## src/inc/alarm_irq_pkg.sv

```systemverilog
// Constants for the per-channel alarm status and interrupt logic
package alarm_irq_pkg;

    // Register port geometry
    localparam int ADDR_W = 8;
    localparam int DATA_W = 8;
    localparam int NUM_CHANNELS = 14;
    localparam int CHAN_W = 4;

    // Per-channel register offsets, low nibble of the address
    localparam logic [3:0] OFS_LOOP_CODE_MODE = 4'h3;
    localparam logic [3:0] OFS_ALARM_IRQ_EN = 4'h4;
    localparam logic [3:0] OFS_ALARM_STATUS = 4'h5;
    localparam logic [3:0] OFS_ALARM_CHANGE = 4'h6;

    // Global register addresses
    localparam logic [7:0] ADDR_GLOBAL_IRQ = 8'he0;
    localparam logic [7:0] ADDR_GLOBAL_VIOL = 8'he5;

    // Field positions
    localparam int GLOBAL_IRQ_ENABLE_BIT = 0;
    localparam int VIOL_OVERFLOW_SEL_BIT = 7;
    localparam int LOOP_MODE_LSB = 6;
    localparam int LOOP_MODE_W = 2;

    // Alarm bit positions, shared by enable, status and change registers
    localparam int BIT_EQ_ATTEN = 7;
    localparam int BIT_DRIVER_FAIL = 6;
    localparam int BIT_FIFO_LIMIT = 5;
    localparam int BIT_LINE_VIOLATION = 4;
    localparam int BIT_LOOP_CODE = 3;
    localparam int BIT_ALL_ONES = 2;
    localparam int BIT_SIGNAL_LOSS = 1;
    localparam int BIT_PATTERN_DETECT = 0;

    // Reset values
    localparam logic [7:0] RST_ALARM_IRQ_EN = 8'h00;
    localparam logic [7:0] RST_ALARM_STATUS = 8'h00;
    localparam logic [7:0] RST_ALARM_CHANGE = 8'h00;
    localparam logic [7:0] RST_GLOBAL = 8'h00;
    localparam logic [1:0] RST_LOOP_MODE = 2'h0;
    localparam logic [7:0] UNMAPPED_READ = 8'h00;

endpackage

```

## src/rtl/alarm_channel_slice.sv

```systemverilog
// One channel: enable register, live status, change latch, request
`timescale 1ns/100ps
module alarm_channel_slice
    import alarm_irq_pkg::*;
(
    // Clock and reset
    input wire logic clk,
    input wire logic rst,
    // Register access
    input wire logic en_wr,
    input wire logic [DATA_W-1:0] wr_data,
    input wire logic change_clr,
    // Live conditions
    input wire logic [DATA_W-1:0] cond,
    // State
    output logic [DATA_W-1:0] en_q,
    output logic [DATA_W-1:0] status_q,
    output logic [DATA_W-1:0] change_q,
    output logic req
);

    logic [DATA_W-1:0] change_d;

    always_ff @(posedge clk or posedge rst) begin
        if (rst) begin
            en_q <= RST_ALARM_IRQ_EN;
        end else if (en_wr) begin
            en_q <= wr_data;
        end
    end

    // Status follows the conditions regardless of the enables
    always_ff @(posedge clk or posedge rst) begin
        if (rst) begin
            status_q <= RST_ALARM_STATUS;
        end else begin
            status_q <= cond;
        end
    end

    // New change events win over a clear in the same cycle
    always_comb begin
        change_d = change_q;
        if (change_clr) begin
            change_d = '0;
        end
        change_d = change_d | (cond ^ status_q);
    end

    always_ff @(posedge clk or posedge rst) begin
        if (rst) begin
            change_q <= RST_ALARM_CHANGE;
        end else begin
            change_q <= change_d;
        end
    end

    assign req = |(change_q & en_q);

endmodule // alarm_channel_slice

```

## src/rtl/channel_alarm_interrupt_logic.sv

```systemverilog
// Alarm status and interrupt mask logic for all line channels
//
// Overview of operation
// Each channel has an eight-bit enable register; one allows, zero masks.
// All interrupt enable bits reset to zero.
// Interrupt needs both the per-source enable and the global enable.
// Status bits follow live conditions, read-only, independent of enables.
// Bit 7 shows equalizer attenuation flag.
// Bit 6 shows transmit driver failure.
// Bit 5 shows jitter FIFO pointers within three positions.
// Bit 4 shows line code, bipolar or excess-zeros violation by default.
// Global select bit switches bit 4 to violation counter overflow.
// Bit 3 shows network loop code detected in the selected mode.
// Bit 2 shows all-ones alarm signal received.
// Bit 1 shows receive loss of signal.
// Bit 0 shows quasi-random test pattern detected.
// Any status change latches a change flag that requests an interrupt.
// Change flags clear when software reads their register.
// Interrupt is OR of enabled change requests, level set by parameter.
`timescale 1ns/100ps
module channel_alarm_interrupt_logic
    import alarm_irq_pkg::*;
#(
    parameter int CHANNELS = NUM_CHANNELS,
    parameter bit IRQ_ACTIVE_HIGH = 1'b0
) (
    // Clock and reset
    input wire logic clk,
    input wire logic rst,
    // Register port
    input wire logic [alarm_irq_pkg::ADDR_W-1:0] addr,
    input wire logic [alarm_irq_pkg::DATA_W-1:0] wr_data,
    input wire logic wr_en,
    input wire logic rd_en,
    output logic [alarm_irq_pkg::DATA_W-1:0] rd_data,
    output logic rd_valid,
    // Alarm conditions, one bit per channel
    input wire logic [CHANNELS-1:0] eq_atten_alarm,
    input wire logic [CHANNELS-1:0] driver_fail_alarm,
    input wire logic [CHANNELS-1:0] fifo_limit_alarm,
    input wire logic [CHANNELS-1:0] line_violation,
    input wire logic [CHANNELS-1:0] line_violation_overflow,
    input wire logic [CHANNELS-1:0] loop_code_alarm,
    input wire logic [CHANNELS-1:0] all_ones_alarm,
    input wire logic [CHANNELS-1:0] signal_loss_alarm,
    input wire logic [CHANNELS-1:0] pattern_detect_alarm,
    // Loop code detection mode to the detectors
    output logic [CHANNELS*alarm_irq_pkg::LOOP_MODE_W-1:0] loop_code_mode,
    // Interrupt pin
    output logic irq
);

    import alarm_irq_pkg::*;

    logic [DATA_W-1:0] global_irq_q;
    logic [DATA_W-1:0] global_viol_q;
    logic global_irq_enable;
    logic viol_overflow_sel;
    logic [CHAN_W-1:0] chan_sel;
    logic [3:0] reg_sel;
    logic chan_hit;
    logic [DATA_W-1:0] en_q [CHANNELS];
    logic [DATA_W-1:0] status_q [CHANNELS];
    logic [DATA_W-1:0] change_q [CHANNELS];
    logic [CHANNELS-1:0] req;
    logic [DATA_W-1:0] rd_data_d;

    assign chan_sel = addr[7:4];
    assign reg_sel = addr[3:0];
    assign chan_hit = (32'(chan_sel) < CHANNELS);
    assign global_irq_enable = global_irq_q[GLOBAL_IRQ_ENABLE_BIT];
    assign viol_overflow_sel = global_viol_q[VIOL_OVERFLOW_SEL_BIT];

    // Global registers
    always_ff @(posedge clk or posedge rst) begin
        if (rst) begin
            global_irq_q <= RST_GLOBAL;
        end else if (wr_en && addr == ADDR_GLOBAL_IRQ) begin
            global_irq_q <= wr_data;
        end
    end

    always_ff @(posedge clk or posedge rst) begin
        if (rst) begin
            global_viol_q <= RST_GLOBAL;
        end else if (wr_en && addr == ADDR_GLOBAL_VIOL) begin
            global_viol_q <= wr_data;
        end
    end

    genvar g;
    generate
        for (g = 0; g < CHANNELS; g++) begin : gen_chan
            logic [DATA_W-1:0] cond;
            logic sel;
            logic [LOOP_MODE_W-1:0] mode_q;

            assign sel = chan_hit && (32'(chan_sel) == g);

            always_comb begin
                cond = '0;
                cond[BIT_EQ_ATTEN] = eq_atten_alarm[g];
                cond[BIT_DRIVER_FAIL] = driver_fail_alarm[g];
                cond[BIT_FIFO_LIMIT] = fifo_limit_alarm[g];
                cond[BIT_LINE_VIOLATION] = viol_overflow_sel ?
                    line_violation_overflow[g] :
                    line_violation[g];
                cond[BIT_LOOP_CODE] = loop_code_alarm[g];
                cond[BIT_ALL_ONES] = all_ones_alarm[g];
                cond[BIT_SIGNAL_LOSS] = signal_loss_alarm[g];
                cond[BIT_PATTERN_DETECT] = pattern_detect_alarm[g];
            end

            // Detection mode steers the external loop code detector
            always_ff @(posedge clk or posedge rst) begin
                if (rst) begin
                    mode_q <= RST_LOOP_MODE;
                end else if (wr_en && sel && reg_sel == OFS_LOOP_CODE_MODE) begin
                    mode_q <= wr_data[LOOP_MODE_LSB +: LOOP_MODE_W];
                end
            end

            assign loop_code_mode[g*LOOP_MODE_W +: LOOP_MODE_W] = mode_q;

            alarm_channel_slice u_slice (
                .clk(clk),
                .rst(rst),
                .en_wr(wr_en && sel && reg_sel == OFS_ALARM_IRQ_EN),
                .wr_data(wr_data),
                .change_clr(rd_en && sel && reg_sel == OFS_ALARM_CHANGE),
                .cond(cond),
                .en_q(en_q[g]),
                .status_q(status_q[g]),
                .change_q(change_q[g]),
                .req(req[g])
            );
        end
    endgenerate

    // Read multiplexer
    always_comb begin
        rd_data_d = UNMAPPED_READ;
        if (addr == ADDR_GLOBAL_IRQ) begin
            rd_data_d = global_irq_q;
        end else if (addr == ADDR_GLOBAL_VIOL) begin
            rd_data_d = global_viol_q;
        end else begin
            for (int c = 0; c < CHANNELS; c++) begin
                if (chan_hit && 32'(chan_sel) == c) begin
                    unique case (reg_sel)
                        OFS_LOOP_CODE_MODE: begin
                            rd_data_d[LOOP_MODE_LSB +: LOOP_MODE_W] =
                                loop_code_mode[c*LOOP_MODE_W +: LOOP_MODE_W];
                        end
                        OFS_ALARM_IRQ_EN: rd_data_d = en_q[c];
                        OFS_ALARM_STATUS: rd_data_d = status_q[c];
                        OFS_ALARM_CHANGE: rd_data_d = change_q[c];
                        default: rd_data_d = UNMAPPED_READ;
                    endcase
                end
            end
        end
    end

    always_ff @(posedge clk or posedge rst) begin
        if (rst) begin
            rd_data <= UNMAPPED_READ;
            rd_valid <= 1'b0;
        end else begin
            rd_valid <= rd_en;
            if (rd_en) begin
                rd_data <= rd_data_d;
            end
        end
    end

    // Interrupt pin
    always_ff @(posedge clk or posedge rst) begin
        if (rst) begin
            irq <= !IRQ_ACTIVE_HIGH;
        end else begin
            irq <= ((|req) && global_irq_enable) ?
                IRQ_ACTIVE_HIGH : !IRQ_ACTIVE_HIGH;
        end
    end

endmodule // channel_alarm_interrupt_logic

```

## config.mk

```make
export PLATFORM = sky130hd
export DESIGN_NAME = channel_alarm_interrupt_logic
export DESIGN_NICKNAME = d
export VERILOG_FILES = /design/src/inc/alarm_irq_pkg.sv /design/src/rtl/alarm_channel_slice.sv /design/src/rtl/channel_alarm_interrupt_logic.sv
export SDC_FILE = /design/constraint.sdc
export NUM_CORES = 1
export LEC_CHECK = 0
export ABC_AREA = 1
export BUFFER_PORTS_ARGS = -buffer_cell sky130_fd_sc_hd__buf_2
export CORE_UTILIZATION = 39
export CTS_BUF_LIST = sky130_fd_sc_hd__clkbuf_4 sky130_fd_sc_hd__clkbuf_8 sky130_fd_sc_hd__clkbuf_16
export DETAILED_ROUTE_END_ITERATION = 8
export SKIP_CTS_REPAIR_TIMING = 1
export SYNTH_ARGS = -nofsm -noshare
export SYNTH_HDL_FRONTEND = slang
export SYNTH_HIERARCHICAL = 1
export SYNTH_SLANG_ARGS = --single-unit
```

## constraint.sdc

```tcl
create_clock -name clk -period 2.63 [get_ports clk]
set_input_delay 0.1315 -clock clk [delete_from_list [all_inputs] [get_ports clk]]
set_output_delay 0.1315 -clock clk [all_outputs]
set_load 0.005 [all_outputs]
```

* After elaboration in Yosys (flattened, before gate mapping)
Index checks and enable logic that the tools add are counted.
Storage, ports and cells: RAM bits 0, memories kept 0, output and inout port bits 38, logic and storage cells 291, bits of input ports 146, memory bits (read-only) 0, register bits 390, latch bits 0
Cells by class: shift operators 0, eq/ne operators 19, $lt $le $gt $ge 1, bitwise operators 42, $mul 0, add/subtract/negate cells 0, mux-type cells 79, divide/modulo/power cells 0, reductions and logical operators 89
Operators with widths (count):
- 6-bit one-hot mux with 4 select lines | 13
- 8-bit 2-to-1 mux | 36
- 8-bit AND | 14
- 8-bit OR | 14
- 2-bit one-hot mux with 4 select lines | 14
- 112-bit OR reduction | 1
- 8-bit bitwise XOR | 14
- 1-bit logical AND | 87
- 4-bit by 3-bit equality test with 1-bit output, second input constant | 7
- 4-bit equality test, second input constant | 6
- 6-bit one-hot mux with 3 select lines | 1
- 8-bit equality test, second input constant | 2
- 1-bit 2-to-1 mux | 15
- 4-bit by 2-bit equality test with 1-bit output, second input constant | 3
- 4-bit by 1-bit equality test with 1-bit output, second input constant | 1
- 4-bit zero test | 1
- 4-bit < comparator, second input constant | 1

* Longest topological paths before layout
Gate-level depths: netlist of run 1.
word-level depth 37, mapped depth 18, mapped depth without buffers 18

* By module
The synthesis of run 1 kept the hierarchy.
Modules (own cells, without submodules):
- alarm_channel_slice | cells each 106, times used 14, sequential area each 600.6 µm², area each 955.9 µm²
- channel_alarm_interrupt_logic | cells each 1073, times used 1, sequential area each 1352.5 µm², area each 5905.7 µm²

* Worst setup path after synthesis of run 1
Ideal clock, no wire load.
path type input port to flip-flop, start in addr[0] in the netlist's numbering, end reg gen_chan[10].u_slice.en_q[0], library setup time 126 ps, path buffers 4, data arrival time 1811 ps, stages on the path 10, data required time 2504 ps, slack 693 ps, cells stage by stage inv_1 > nand2_1 > nor2_4 > buf_2 > buf_2 > inv_1 > clkbuf_1 > nor3_1 > buf_6 > o21ai_0
On the way: cells in the longest elaborated chain, start to end 2
RTL lines:
- start, declared | line channel_alarm_interrupt_logic.sv:31 | input wire logic [alarm_irq_pkg::ADDR_W-1:0] addr,
- 4-bit by 3-bit equality test with 1-bit output | line channel_alarm_interrupt_logic.sv:128 | .en_wr(wr_en && sel && reg_sel == OFS_ALARM_IRQ_EN),
- 1-bit logical AND | line channel_alarm_interrupt_logic.sv:128
- end signal, assigned | line alarm_channel_slice.sv:28 | en_q <= wr_data;
- end, declared | line alarm_channel_slice.sv:16 | output logic [DATA_W-1:0] en_q,
Every way passes these cells. A chain may end at the register's enable or synchronous reset.

* Worst setup path in the final report of run 1
start reg gen_chan[2].mode_q[0], end reg rd_data[6] in the netlist's numbering
On the way: cells in the longest elaborated chain, start to end 21
RTL lines:
- start, declared | line channel_alarm_interrupt_logic.sv:96 | logic [LOOP_MODE_W-1:0] mode_q;
- start signal, assigned | line channel_alarm_interrupt_logic.sv:119 | mode_q <= wr_data[LOOP_MODE_LSB +: LOOP_MODE_W];
- 2-bit one-hot mux with 4 select lines | line channel_alarm_interrupt_logic.sv:150 | unique case (reg_sel)
- 8-bit 2-to-1 mux | line channel_alarm_interrupt_logic.sv:149 | if (chan_hit && 32'(chan_sel) == c) begin
- 8-bit 2-to-1 mux | line channel_alarm_interrupt_logic.sv:145 | end else if (addr == ADDR_GLOBAL_VIOL) begin
- 8-bit 2-to-1 mux | line channel_alarm_interrupt_logic.sv:143 | if (addr == ADDR_GLOBAL_IRQ) begin
- 8-bit 2-to-1 mux (6 in series) | line channel_alarm_interrupt_logic.sv:149
- 8-bit 2-to-1 mux | line channel_alarm_interrupt_logic.sv:145
- 8-bit 2-to-1 mux | line channel_alarm_interrupt_logic.sv:143
- 8-bit 2-to-1 mux | line channel_alarm_interrupt_logic.sv:149
- 8-bit 2-to-1 mux | line channel_alarm_interrupt_logic.sv:145
- 8-bit 2-to-1 mux | line channel_alarm_interrupt_logic.sv:143
- 8-bit 2-to-1 mux (4 in series) | line channel_alarm_interrupt_logic.sv:149
- 8-bit 2-to-1 mux | line channel_alarm_interrupt_logic.sv:145
- 8-bit 2-to-1 mux | line channel_alarm_interrupt_logic.sv:143
- end signal, assigned | line channel_alarm_interrupt_logic.sv:172 | rd_data <= rd_data_d;
- end, declared | line channel_alarm_interrupt_logic.sv:35 | output logic [alarm_irq_pkg::DATA_W-1:0] rd_data,
Every way passes these cells. The select of a mux whose other input is x is not followed.

==> metrics.md, run 1 <==
| Metric | Value |
|---|---|
| Status | `finished with violations` |
| Failing checks | `negative hold slack` |
| Arr. time, crit path | `2.63 ns` |
| Most common cell after layout, fill and taps aside | `nand2_1` |
| Min Tclk post-route | `2.174 ns` |
| Worst-Margin Slew | `0.9810 ns` |
| CTS tree | `built` |
| Slowest-stage cell, CP | `dfrtp_1` |
| Commonest non-fill, non-tap cells in the layout | `1002 x nand2_1, 389 x dfrtp_1, 319 x inv_1` |
| Post-synth cell types | `31` |
| Mapped cell area | `0.01929 sq mm` |
| Fin. Hold Viols | `31` |
| Cells along the critical path | `nand3_1 -> nand2_1 -> o21bai_1 -> nand3_1 -> o21bai_1 -> nand4_1 -> nor2_1 -> nand4_1 -> nor2_1 -> nand4_1 -> nand2_1 -> nand2_1` |
| Synthesized netlist cell count | `2557` |
| DRT antenna net count | `0` |
| Worst reg2reg startpoint | `gen_chan[2].mode_q[0]` |
| Top-area cell type share of the netlist area | `50.47%` |
| Setup TNS | `0 ns` |
| # setup viols final | `0` |
| Largest area contributor in the synthesized netlist | `dfrtp_1` |
| Total clock sinks | `390` |
| Clk pwr share | `45.6%` |
| Non-filler cells, final | `3594` |
| Reg power frac | `44.9%` |
| Crit-path max cell delay | `0.46 ns` |
| Max Slew Vio Count | `0` |
| Tot Pwr | `14.53 mW` |
| Root buffer cell | `clkbuf_16` |
| Synth top area cells | `dfrtp_1 50%, nand2_1 19%, nand3_1 7.0%` |
| RSZ-0062 raised after global routing | `false` |
| Post-DP Area | `0.02100 sq mm` |
| Die Ht | `224.4 um` |
| Tcrit/Tclk final | `82.65%` |
| Worst slew margin | `34.53%` |
| Largest net degree at the start of global routing | `46` |
| Port Buffers | `183` |
| Global Route Usage Sum | `25.37%` |
| Routability cong. | `0.8829` |
| Crit path max fanout | `3` |
| Layout Utilization | `48.96%` |
| Comb pwr share | `9.5%` |
| Num CTS Buffers | `45` |
| Worst setup endpoint | `rd_data[6]` |
| Placed cells | `3379` |
| Max clock buf depth | `3` |
| Main combinational cell family by area after synthesis | `simple AND/OR/NAND/NOR gates` |
| Internal power | `10.88 mW` |
| R2R depth | `12` |
| Total I/O pin count | `184` |
| Worst-skew pair later-pin latency | `0.57 ns` |
| Drt total wl | `63970 um` |
| Seq/Total Area, Yosys | `50.60%` |
| WL per Instance | `17.80 um` |
| Critical path class | `reg2reg` |
| Mux contribution to synthesized area | `0.8173%` |
| FP Rows | `81` |
| DR DRC count | `0` |
| Layout Area Growth over Synthesis | `23.98%` |
| Vias in the first global route | `16676` |
| Post-DP HPWL | `45090 um` |
| Nets@finish | `3043` |
| Iteration-0 DRC Markers | `1386` |
| Fill cells | `4829` |
| Sw Ratio | `25.12%` |
| FF-to-FF End | `rd_data[6]` |
| Antenna violations before repair | `2` |
| Initial Utilization | `39.49%` |
| Post-Synth XOR/XNOR Area | `0%` |
| Maximum VDD drop | `0.4318 mV` |
| P_sw | `3.651 mW` |
| Hold crit path type | `in2async` |
| Simple-gate share of the synthesized area | `34.35%` |
| Die W | `224.4 um` |
| Syn Area/Cell | `7.543 sq um` |
| Synthesized Nets | `2703` |
| Max Clock Freq | `0.4601 GHz` |
| Max cap viols | `0` |
| Cell Pwr Density | `607.6 mW/mm^2` |
| First-pass GRT wire length | `96740 um` |
| Clock transition at path regs | `0.06 ns` |
| R2R Setup Slk | `0.46 ns` |
| Fin Hold WS | `-0.01598 ns` |
| Critical path launch point type | `register` |
| Crit. End Element | `register` |
| Core area | `0.04885 sq mm` |
| Vias | `17726` |
| DIE AREA | `0.05035 sq mm` |
| Design Area, Final | `0.02391 sq mm` |
| Clock skew | `0.01078 ns` |
| Critical path startpoint | `gen_chan[2].mode_q[0]` |
| Via/cell ratio | `4.932` |
| Share of cells above drive strength 1 | `15.50%` |
| DR pass1 iterations | `5` |
| Cell leakage power | `12.50 nW` |
| Data required time of the worst path | `3.09 ns` |
| H-Tree Depth | `2` |
| Compound-Gate Fraction of Synth Area | `5.540%` |
| Number of warnings issued by yosys | `6` |
| Register bit total from synthesis | `390` |
| Synth Area in Adders | `0%` |
| Global route overflow | `0` |
-- worst max-delay path, delay by kind of cell, from the launching register on --
kind            cells  cell delay, ns
simple gates       10            1.20
compound gates      2            0.40
flops               1            0.46
-- registers in the layout, summed over array words and instances (netlist names) --
register	count
gen_chan.u_slice/en_q	112
rd_valid	1
gen_chan.u_slice/status_q	112
global_viol_q	8
global_irq_q	8
gen_chan.u_slice/change_q	112
rd_data	8
gen_chan.mode_q	28
irq	1
-- synth_stat cells --
cell type  number
nor3_1         17
o21ai_1         8
o2111ai_1       1
clkbuf_1       13
nor2_1        102
clkinv_1        2
mux2_2         14
buf_2          35
a21oi_1        10
inv_1         320
dfstp_2         1
nand2_4         1
buf_4           5
nor4_1          3
a221oi_1        2
nor2_4          3
nand3_1       269
or2_2         112
o31ai_1         1
inv_2           7
o21ai_0       165
a22o_1          9
nor2_2          6
a41oi_1         2
nand2_2         2
buf_6          16
nand2_1      1002
dfrtp_1       389
o21bai_1        3
nor3_2          1
nand4_1        36
-- layout make-up --
type / count / area, sq um / share of cell area (%)
clock buffers: 65 / 1351 / 5.651
well taps: 664 / 830.8 / 3.474
clock inverters: 14 / 210.2 / 0.8790
diodes: 1 / 2.502 / 0.01046
multi-input cells: 1769 / 7851 / 32.83
flip-flops and latches: 390 / 9761 / 40.82
inverters: 329 / 1235 / 5.164
repair buffers: 362 / 2673 / 11.18
-- power by group through the flow --
stage | Combinational, mW | Sequential [mW] | Clock (mW)
finish | 1.38 | 6.52 | 6.63
global route | 1.55 | 6.55 | 6.98
detailed placement | 1.22 | 6.62 | 0
CTS | 1.23 | 6.52 | 6.77
floorplan | 0.702 | 6.54 | 0
global placement | 1.19 | 6.62 | 0
-- cell families after synthesis --
kind of cell           count (synthesis)
AOI/OAI and AO/OA                    201
DFF                                  390
buffers and inverters                398
muxes                                 14
and+or+nand+nor                     1554
-- routing by layer --
layer	vias up	GRT usage, %	routed length [um]
met3	111	3.854	4025
met4	2	9.919	2154
met2	582	40.57	29580
met1	8376	34.62	28190
li1	8655	-	-
met5	-	0	16
-- worst min-delay path by stage --
stage                       startpoint                         endpoint  depth (start not counted)
2_1_floorplan                      rst  gen_chan[0].u_slice/change_q[0]                          1
3_3_place_gp        loop_code_alarm[3]  gen_chan[3].u_slice/status_q[3]                          1
3_5_place_dp   pattern_detect_alarm[6]  gen_chan[6].u_slice/status_q[0]                          1
4_1_cts        pattern_detect_alarm[3]  gen_chan[3].u_slice/status_q[0]                          1
5_1_grt              line_violation[6]  gen_chan[6].u_slice/change_q[4]                          4
6_report                           rst                  global_irq_q[5]                          2
-- metrics by stage --
step | setup slack, ns | hold WS, ns
detailed placement | 0.1959 | 0.2646
CTS | 0.4510 | -0.3476
global route | 0.3568 | 0.001327
finish | 0.4563 | -0.01598
global placement | 0.2530 | 0.2608
floorplan | 0.6928 | 0.1461
Note: power is estimated with default switching activity, not from simulation.
==> run 2: changes to the inputs <==
Clock period 2.63 ns to 2.2 ns, I/O delays scaled along.
==> metrics.md, run 2 (synthesis gave the netlist of run 1 again) <==
| Metric | Value |
|---|---|
| Fin. Hold Viols | `3 (was 31)` |
| Critical path's top delay family | `buffers and inverters (was simple AND/OR/NAND/NOR gates)` |
| Die W | `224.4 um (unchanged)` |
| Critical path class | `reg2reg (unchanged)` |
| First-pass GRT wire length | `98120 um (was 96740 um)` |
| Vias in the first global route | `16865 (was 16676)` |
| Data required time of the worst path | `2.70 ns (was 3.09 ns)` |
| P_sw | `4.342 mW (was 3.651 mW)` |
| Internal power | `12.68 mW (was 10.88 mW)` |
| Total I/O pin count | `184 (unchanged)` |
| Crit. End Element | `register (unchanged)` |
| Antenna violations before repair | `0 (was 2)` |
| Post-DP HPWL | `45820 um (was 45090 um)` |
| Num CTS Buffers | `45 (unchanged)` |
| Root buffer cell | `clkbuf_16 (unchanged)` |
| Global route overflow | `0 (unchanged)` |
| DIE AREA | `0.05035 sq mm (unchanged)` |
| Uppermost layer routed | `met4 (was met5)` |
| Clock transition at path regs | `0.06 ns (about the same)` |
| Vias | `17847 (was 17726)` |
| Maximum VDD drop | `0.5700 mV (was 0.4318 mV)` |
| RSZ-0062 raised after global routing | `true (was false)` |
| Max Clock Freq | `0.4552 GHz (was 0.4601 GHz)` |
| H-Tree Depth | `2 (unchanged)` |
| Largest net degree at the start of global routing | `45 (was 46)` |
| Failing checks | `negative hold slack (unchanged)` |
| Placed cells | `3414 (was 3379)` |
| Tcrit/Tclk final | `99.85% (was 82.65%)` |
| Crit-path max cell delay | `0.59 ns (was 0.46 ns)` |
| Worst-Margin Slew | `0.8611 ns (was 0.9810 ns)` |
| Initial Utilization | `39.49% (unchanged)` |
| Post-place setup slack | `-0.2885 ns (was 0.1959 ns)` |
| Cell leakage power | `12.67 nW (was 12.50 nW)` |
| Reg power frac | `45.9% (was 44.9%)` |
| Max clock buf depth | `3 (unchanged)` |
| Global Route Usage Sum | `25.65% (was 25.37%)` |
| DR pass1 iterations | `6 (was 5)` |
| CP Buf/Inv Count | `2 (was 0)` |
| WL per Instance | `17.85 um (was 17.80 um)` |
| Commonest non-fill, non-tap cells in the layout | `1002 x nand2_1, 389 x dfrtp_1, 319 x inv_1 (unchanged)` |
| Metal-1 WL | `29810 um (was 28190 um)` |
| Cells along the critical path | `buf_12 -> mux2_2 -> dlygate4sd3_1 -> or2_2 -> nand3_1 (was nand3_1 -> nand2_1 -> o21bai_1 -> nand3_1 -> o21bai_1 -> nand4_1 -> nor2_1 -> nand4_1 -> nor2_1 -> nand4_1 -> nand2_1 -> nand2_1)` |
| Non-filler cells, final | `3629 (was 3594)` |
| Clk pwr share | `44.2% (was 45.6%)` |
| Die Ht | `224.4 um (unchanged)` |
| CTS tree | `built (unchanged)` |
| Comb pwr share | `9.8% (was 9.5%)` |
| Most common cell after layout, fill and taps aside | `nand2_1 (unchanged)` |
| Core area | `0.04885 sq mm (unchanged)` |
| Final WS setup | `0.003396 ns (was 0.4563 ns)` |
| Sw Ratio | `25.50% (was 25.12%)` |
| Worst-skew pair later-pin latency | `0.58 ns (was 0.57 ns)` |
| Cell Pwr Density | `704.2 mW/mm^2 (was 607.6 mW/mm^2)` |
| Setup TNS | `0 ns (unchanged)` |
| Max Slew Vio Count | `0 (unchanged)` |
| Status | `finished with violations (unchanged)` |
| Layout Area Growth over Synthesis | `25.34% (was 23.98%)` |
| Port Buffers | `183 (unchanged)` |
| DRT antenna net count | `0 (unchanged)` |
| Met2 wire len | `29610 um (was 29580 um)` |
| Max cap viols | `0 (unchanged)` |
| N_diodes | `0 (was 1)` |
| WL met3 | `3626 um (was 4025 um)` |
| Total clock sinks | `390 (unchanged)` |
| Drt total wl | `64770 um (was 63970 um)` |
| Iteration-0 DRC Markers | `1335 (was 1386)` |
| Share of cells above drive strength 1 | `16.76% (was 15.50%)` |
| Fin Hold WS | `-0.04670 ns (was -0.01598 ns)` |
| Via/cell ratio | `4.918 (was 4.932)` |
| Hold crit path type | `in2reg (was in2async)` |
| Largest regs | `gen_chan.u_slice/change_q: 112 flops, gen_chan.u_slice/en_q: 112 flops, gen_chan.u_slice/status_q: 112 flops (unchanged)` |
| FP Rows | `81 (unchanged)` |
| Arr. time, crit path | `2.70 ns (was 2.63 ns)` |
| Fill cells | `4807 (was 4829)` |
| Crit path max fanout | `13 (was 3)` |
| Clock skew | `0.02444 ns (was 0.01078 ns)` |
| Nets@finish | `3079 (was 3043)` |
| # setup viols final | `0 (unchanged)` |
| Slowest-stage cell, CP | `dlygate4sd3_1 (was dfrtp_1)` |
| Critical path launch point type | `register (unchanged)` |
| Worst slew margin | `42.53% (was 34.53%)` |
| Routability cong. | `0.9063 (was 0.8829)` |
| DR DRC count | `0 (unchanged)` |
| Min Tclk post-route | `2.197 ns (was 2.174 ns)` |
==> run 2: cell types whose count changed in the layout (fill, tap and decap cells not counted), sizes merged <==
cell,delta
buf,+35
bufinv,-5
clkbuf,+7
clkinv,-1
clkinvlp,-1
diode,-1
dlygate4sd3,+1
==> run 2: worst paths after layout <==
path | startpoint | to | slack (ns) | cells past startpoint
worst max-delay path | global_viol_q[7] | gen_chan[10].u_slice/change_q[4] | 0.003 | 5
worst min-delay path | line_violation_overflow[13] | gen_chan[13].u_slice/change_q[4] | -0.05 | 4
worst max register to register | global_viol_q[7] | gen_chan[10].u_slice/change_q[4] | 0.003 | 5
worst min register to register | global_irq_q[5] | global_irq_q[5] | 0.49 | 2
max in group asynchronous | rst | gen_chan[7].u_slice/en_q[3] | 1.14 | 4
min in group asynchronous | rst | gen_chan[2].u_slice/en_q[7] | 0.28 | 3
==> run 2: area by class of cell <==
cell class / count / area [sq um] / area share (%)
Clock buffer: 72 / 1445 / 5.978
Timing Repair Buffer: 398 / 2983 / 12.34
Tap cell: 664 / 830.8 / 3.436
Clock inverter: 7 / 43.79 / 0.1811
Sequential cell: 390 / 9761 / 40.37
Inverter: 329 / 1235 / 5.108
Multi-Input combinational cell: 1769 / 7878 / 32.58
==> run 2: worst min-delay path: cells and delay by family <==
kind,cells,cell delay (ns)
buffers and inverters,1,0.07
AND/OR/NAND/NOR,2,0.15
multiplexers,1,0.15
==> run 2: routing by layer <==
metal,GRT usage (%),vias to the layer above
met5,0,-
met3,2.743,85
met2,40.89,568
li1,-,8708
met1,36.70,8486
met4,7.900,0
==> run 2: per-stage QoR <==
step           instance area [sq um]  util [%]  total power [mW]
2_1_floorplan                  19290         -             8.654
3_3_place_gp                   21300     43.60             9.374
3_5_place_dp                   21300     43.60             9.416
4_1_cts                        22790     46.65             16.99
5_1_grt                        24180     49.49             17.68
6_report                       24180     49.49             17.03
==> run 2: power by group through the flow <==
| stage | clock network [mW] | registers, mW | logic (mW) |
|---|---|---|---|
| after global placement | 0 | 7.93 | 1.44 |
| after CTS | 7.69 | 7.81 | 1.49 |
| after detailed placement | 0 | 7.93 | 1.48 |
| final | 7.53 | 7.82 | 1.67 |
| after floorplan | 0 | 7.82 | 0.839 |
| after global routing | 7.95 | 7.85 | 1.88 |
==> run 3: changes to the inputs <==
Settings changed: PLACE_DENSITY set to 0.58.
==> metrics.md, run 3 (synthesis gave the netlist of run 1 again) <==
| Metric | Value |
|---|---|
| Critical path launch point type | `register (unchanged)` |
| Cell leakage power | `12.75 nW (was 12.67 nW)` |
| Arr. time, crit path | `2.72 ns (was 2.70 ns)` |
| Die Ht | `224.4 um (unchanged)` |
| Antenna violations before repair | `2 (was 0)` |
| Commonest non-fill, non-tap cells in the layout | `998 x nand2_1, 389 x dfrtp_1, 319 x inv_1 (was 1002 x nand2_1, 389 x dfrtp_1, 319 x inv_1)` |
| Post-DP HPWL | `43750 um (was 45820 um)` |
| Clock skew | `0.01646 ns (was 0.02444 ns)` |
| DIE AREA | `0.05035 sq mm (unchanged)` |
| Max cap viols | `0 (unchanged)` |
| Crit. End Element | `register (unchanged)` |
| Fin. Hold Viols | `9 (was 3)` |
| Final WS setup | `-0.05582 ns (was 0.003396 ns)` |
| Iteration-0 DRC Markers | `1567 (was 1335)` |
| Vias in the first global route | `16465 (was 16865)` |
| R2R depth | `14 (was 5)` |
| Max Clock Freq | `0.4433 GHz (was 0.4552 GHz)` |
| Drt total wl | `62290 um (was 64770 um)` |
| Most common cell after layout, fill and taps aside | `nand2_1 (unchanged)` |
| Fin Hold WS | `-0.04125 ns (was -0.04670 ns)` |
| Nets@finish | `3082 (was 3079)` |
| Critical path class | `reg2reg (unchanged)` |
| Maximum VDD drop | `0.4286 mV (was 0.5700 mV)` |
| Max Slew Vio Count | `0 (unchanged)` |
| Min Tclk post-route | `2.256 ns (was 2.197 ns)` |
| Layout Utilization | `49.84% (was 49.49%)` |
| # setup viols final | `2 (was 0)` |
| M3 GR Usage | `3.475% (was 2.743%)` |
| R2R Setup Slk | `-0.06 ns (was 0.003 ns)` |
| Post-DP Area | `0.02134 sq mm (was 0.02130 sq mm)` |
| Port Buffers | `183 (unchanged)` |
| Root buffer cell | `clkbuf_16 (unchanged)` |
| WL per Instance | `17.14 um (was 17.85 um)` |
| DR pass1 iterations | `5 (was 6)` |
| Core area | `0.04885 sq mm (unchanged)` |
| DR DRC count | `0 (unchanged)` |
| Failing checks | `negative hold slack, negative setup slack (was negative hold slack)` |
| Share of cells above drive strength 1 | `17.41% (was 16.76%)` |
| Via/cell ratio | `4.913 (was 4.918)` |
| Global Route Usage Sum | `24.69% (was 25.65%)` |
| Global route overflow | `0 (unchanged)` |
| Total clock sinks | `390 (unchanged)` |
| Design Area, Final | `0.02435 sq mm (was 0.02418 sq mm)` |
| Worst-skew pair later-pin latency | `0.58 ns (about the same)` |
| N_diodes | `0 (unchanged)` |
| Largest regs | `gen_chan.u_slice/change_q: 112 flops, gen_chan.u_slice/en_q: 112 flops, gen_chan.u_slice/status_q: 112 flops (unchanged)` |
| RSZ-0062 raised after global routing | `true (unchanged)` |
| CTS tree | `built (unchanged)` |
| DRT antenna net count | `0 (unchanged)` |
| H-Tree Depth | `2 (unchanged)` |
| FP Rows | `81 (unchanged)` |
| Cell Pwr Density | `711.7 mW/mm^2 (was 704.2 mW/mm^2)` |
| GR Layer Usage met2 | `39.80% (was 40.89%)` |
| Status | `finished with violations (unchanged)` |
| Data required time of the worst path | `2.67 ns (was 2.70 ns)` |
| Initial Utilization | `39.49% (unchanged)` |
| Total I/O pin count | `184 (unchanged)` |
| Layout Area Growth over Synthesis | `26.23% (was 25.34%)` |
| Die W | `224.4 um (unchanged)` |
| Worst-Margin Slew | `0.6886 ns (was 0.8611 ns)` |
| Most Crowded Layer GR | `met2 (unchanged)` |
| Tcrit/Tclk final | `102.5% (was 99.85%)` |
| Met1 usage | `34.05% (was 36.70%)` |
| Max clock buf depth | `3 (unchanged)` |
| Crit path max fanout | `3 (was 13)` |
| Largest net degree at the start of global routing | `57 (was 45)` |
| Hold crit path type | `in2reg (unchanged)` |
| Vias | `17850 (was 17847)` |
| Clock transition at path regs | `0.06 ns (about the same)` |
| Worst slew margin | `54.09% (was 42.53%)` |
| Routability cong. | `0.8969 (was 0.9063)` |
| Min-Delay Path Depth | `4 (unchanged)` |
| First-pass GRT wire length | `94470 um (was 98120 um)` |
| Num CTS Buffers | `44 (was 45)` |
==> run 3: through the flow <==
step | hold WS (ns) | setup TNS [ns] | setup WS (ns) | instances | total power, mW
detailed placement | 0.2440 | -3.951 | -0.4076 | 3416 | 9.406
global route | 0.0006613 | -0.2575 | -0.1218 | 3633 | 18.00
CTS | -0.3631 | -0.5391 | -0.1814 | 3495 | 17.31
global placement | 0.2422 | -1.935 | -0.3984 | 3416 | 9.367
floorplan | 0.1246 | 0 | 0.2843 | 2557 | 8.654
finish | -0.04125 | -0.09447 | -0.05582 | 3633 | 17.33
==> run 3: path summary, 6_finish.rpt <==
path / startpoint / end
max: gen_chan[1].u_slice/change_q[0] / rd_data[0]
max in group asynchronous: rst / irq
min reg2reg: global_irq_q[0] / irq
min: line_violation_overflow[3] / gen_chan[3].u_slice/change_q[4]
max reg2reg: gen_chan[1].u_slice/change_q[0] / rd_data[0]
min in group asynchronous: rst / gen_chan[5].u_slice/en_q[4]
==> run 3: layout make-up <==
cell class              instances  area (sq um)
repair buffers                402          3038
fillers                      4821         24500
well taps                     664         830.8
multi-input cells            1769          7935
flip-flops and latches        390          9761
inverters                     329          1235
clock buffers                  63          1336
clock inverters                16         211.5
==> run 3: per-layer routing <==
layer	part of all wire (%)	vias up
met1	44	8443
met3	6.3	109
met4	3.1	0
met5	0	-
li1	-	8735
met2	46	563
==> run 3: power breakdown <==
group | internal, mW | switching, mW
registers | 7.51 | 0.285
logic | 0.700 | 0.979
clock network | 4.80 | 3.05
==> run 3: worst max-delay path: stages, from the launching register on <==
cell and delay (ns):
dfrtp_1 0.40, nand3_1 0.09, nand3_1 0.09, nand2_1 0.09, nand2_2 0.08, nor2_4 0.12, nand4_1 0.19, nor2_2 0.19
nand4_1 0.25, nor2_2 0.21, nand4_1 0.19, nand2_1 0.10, nand2_1 0.05, nand2_1 0.06, nand2_1 0.05
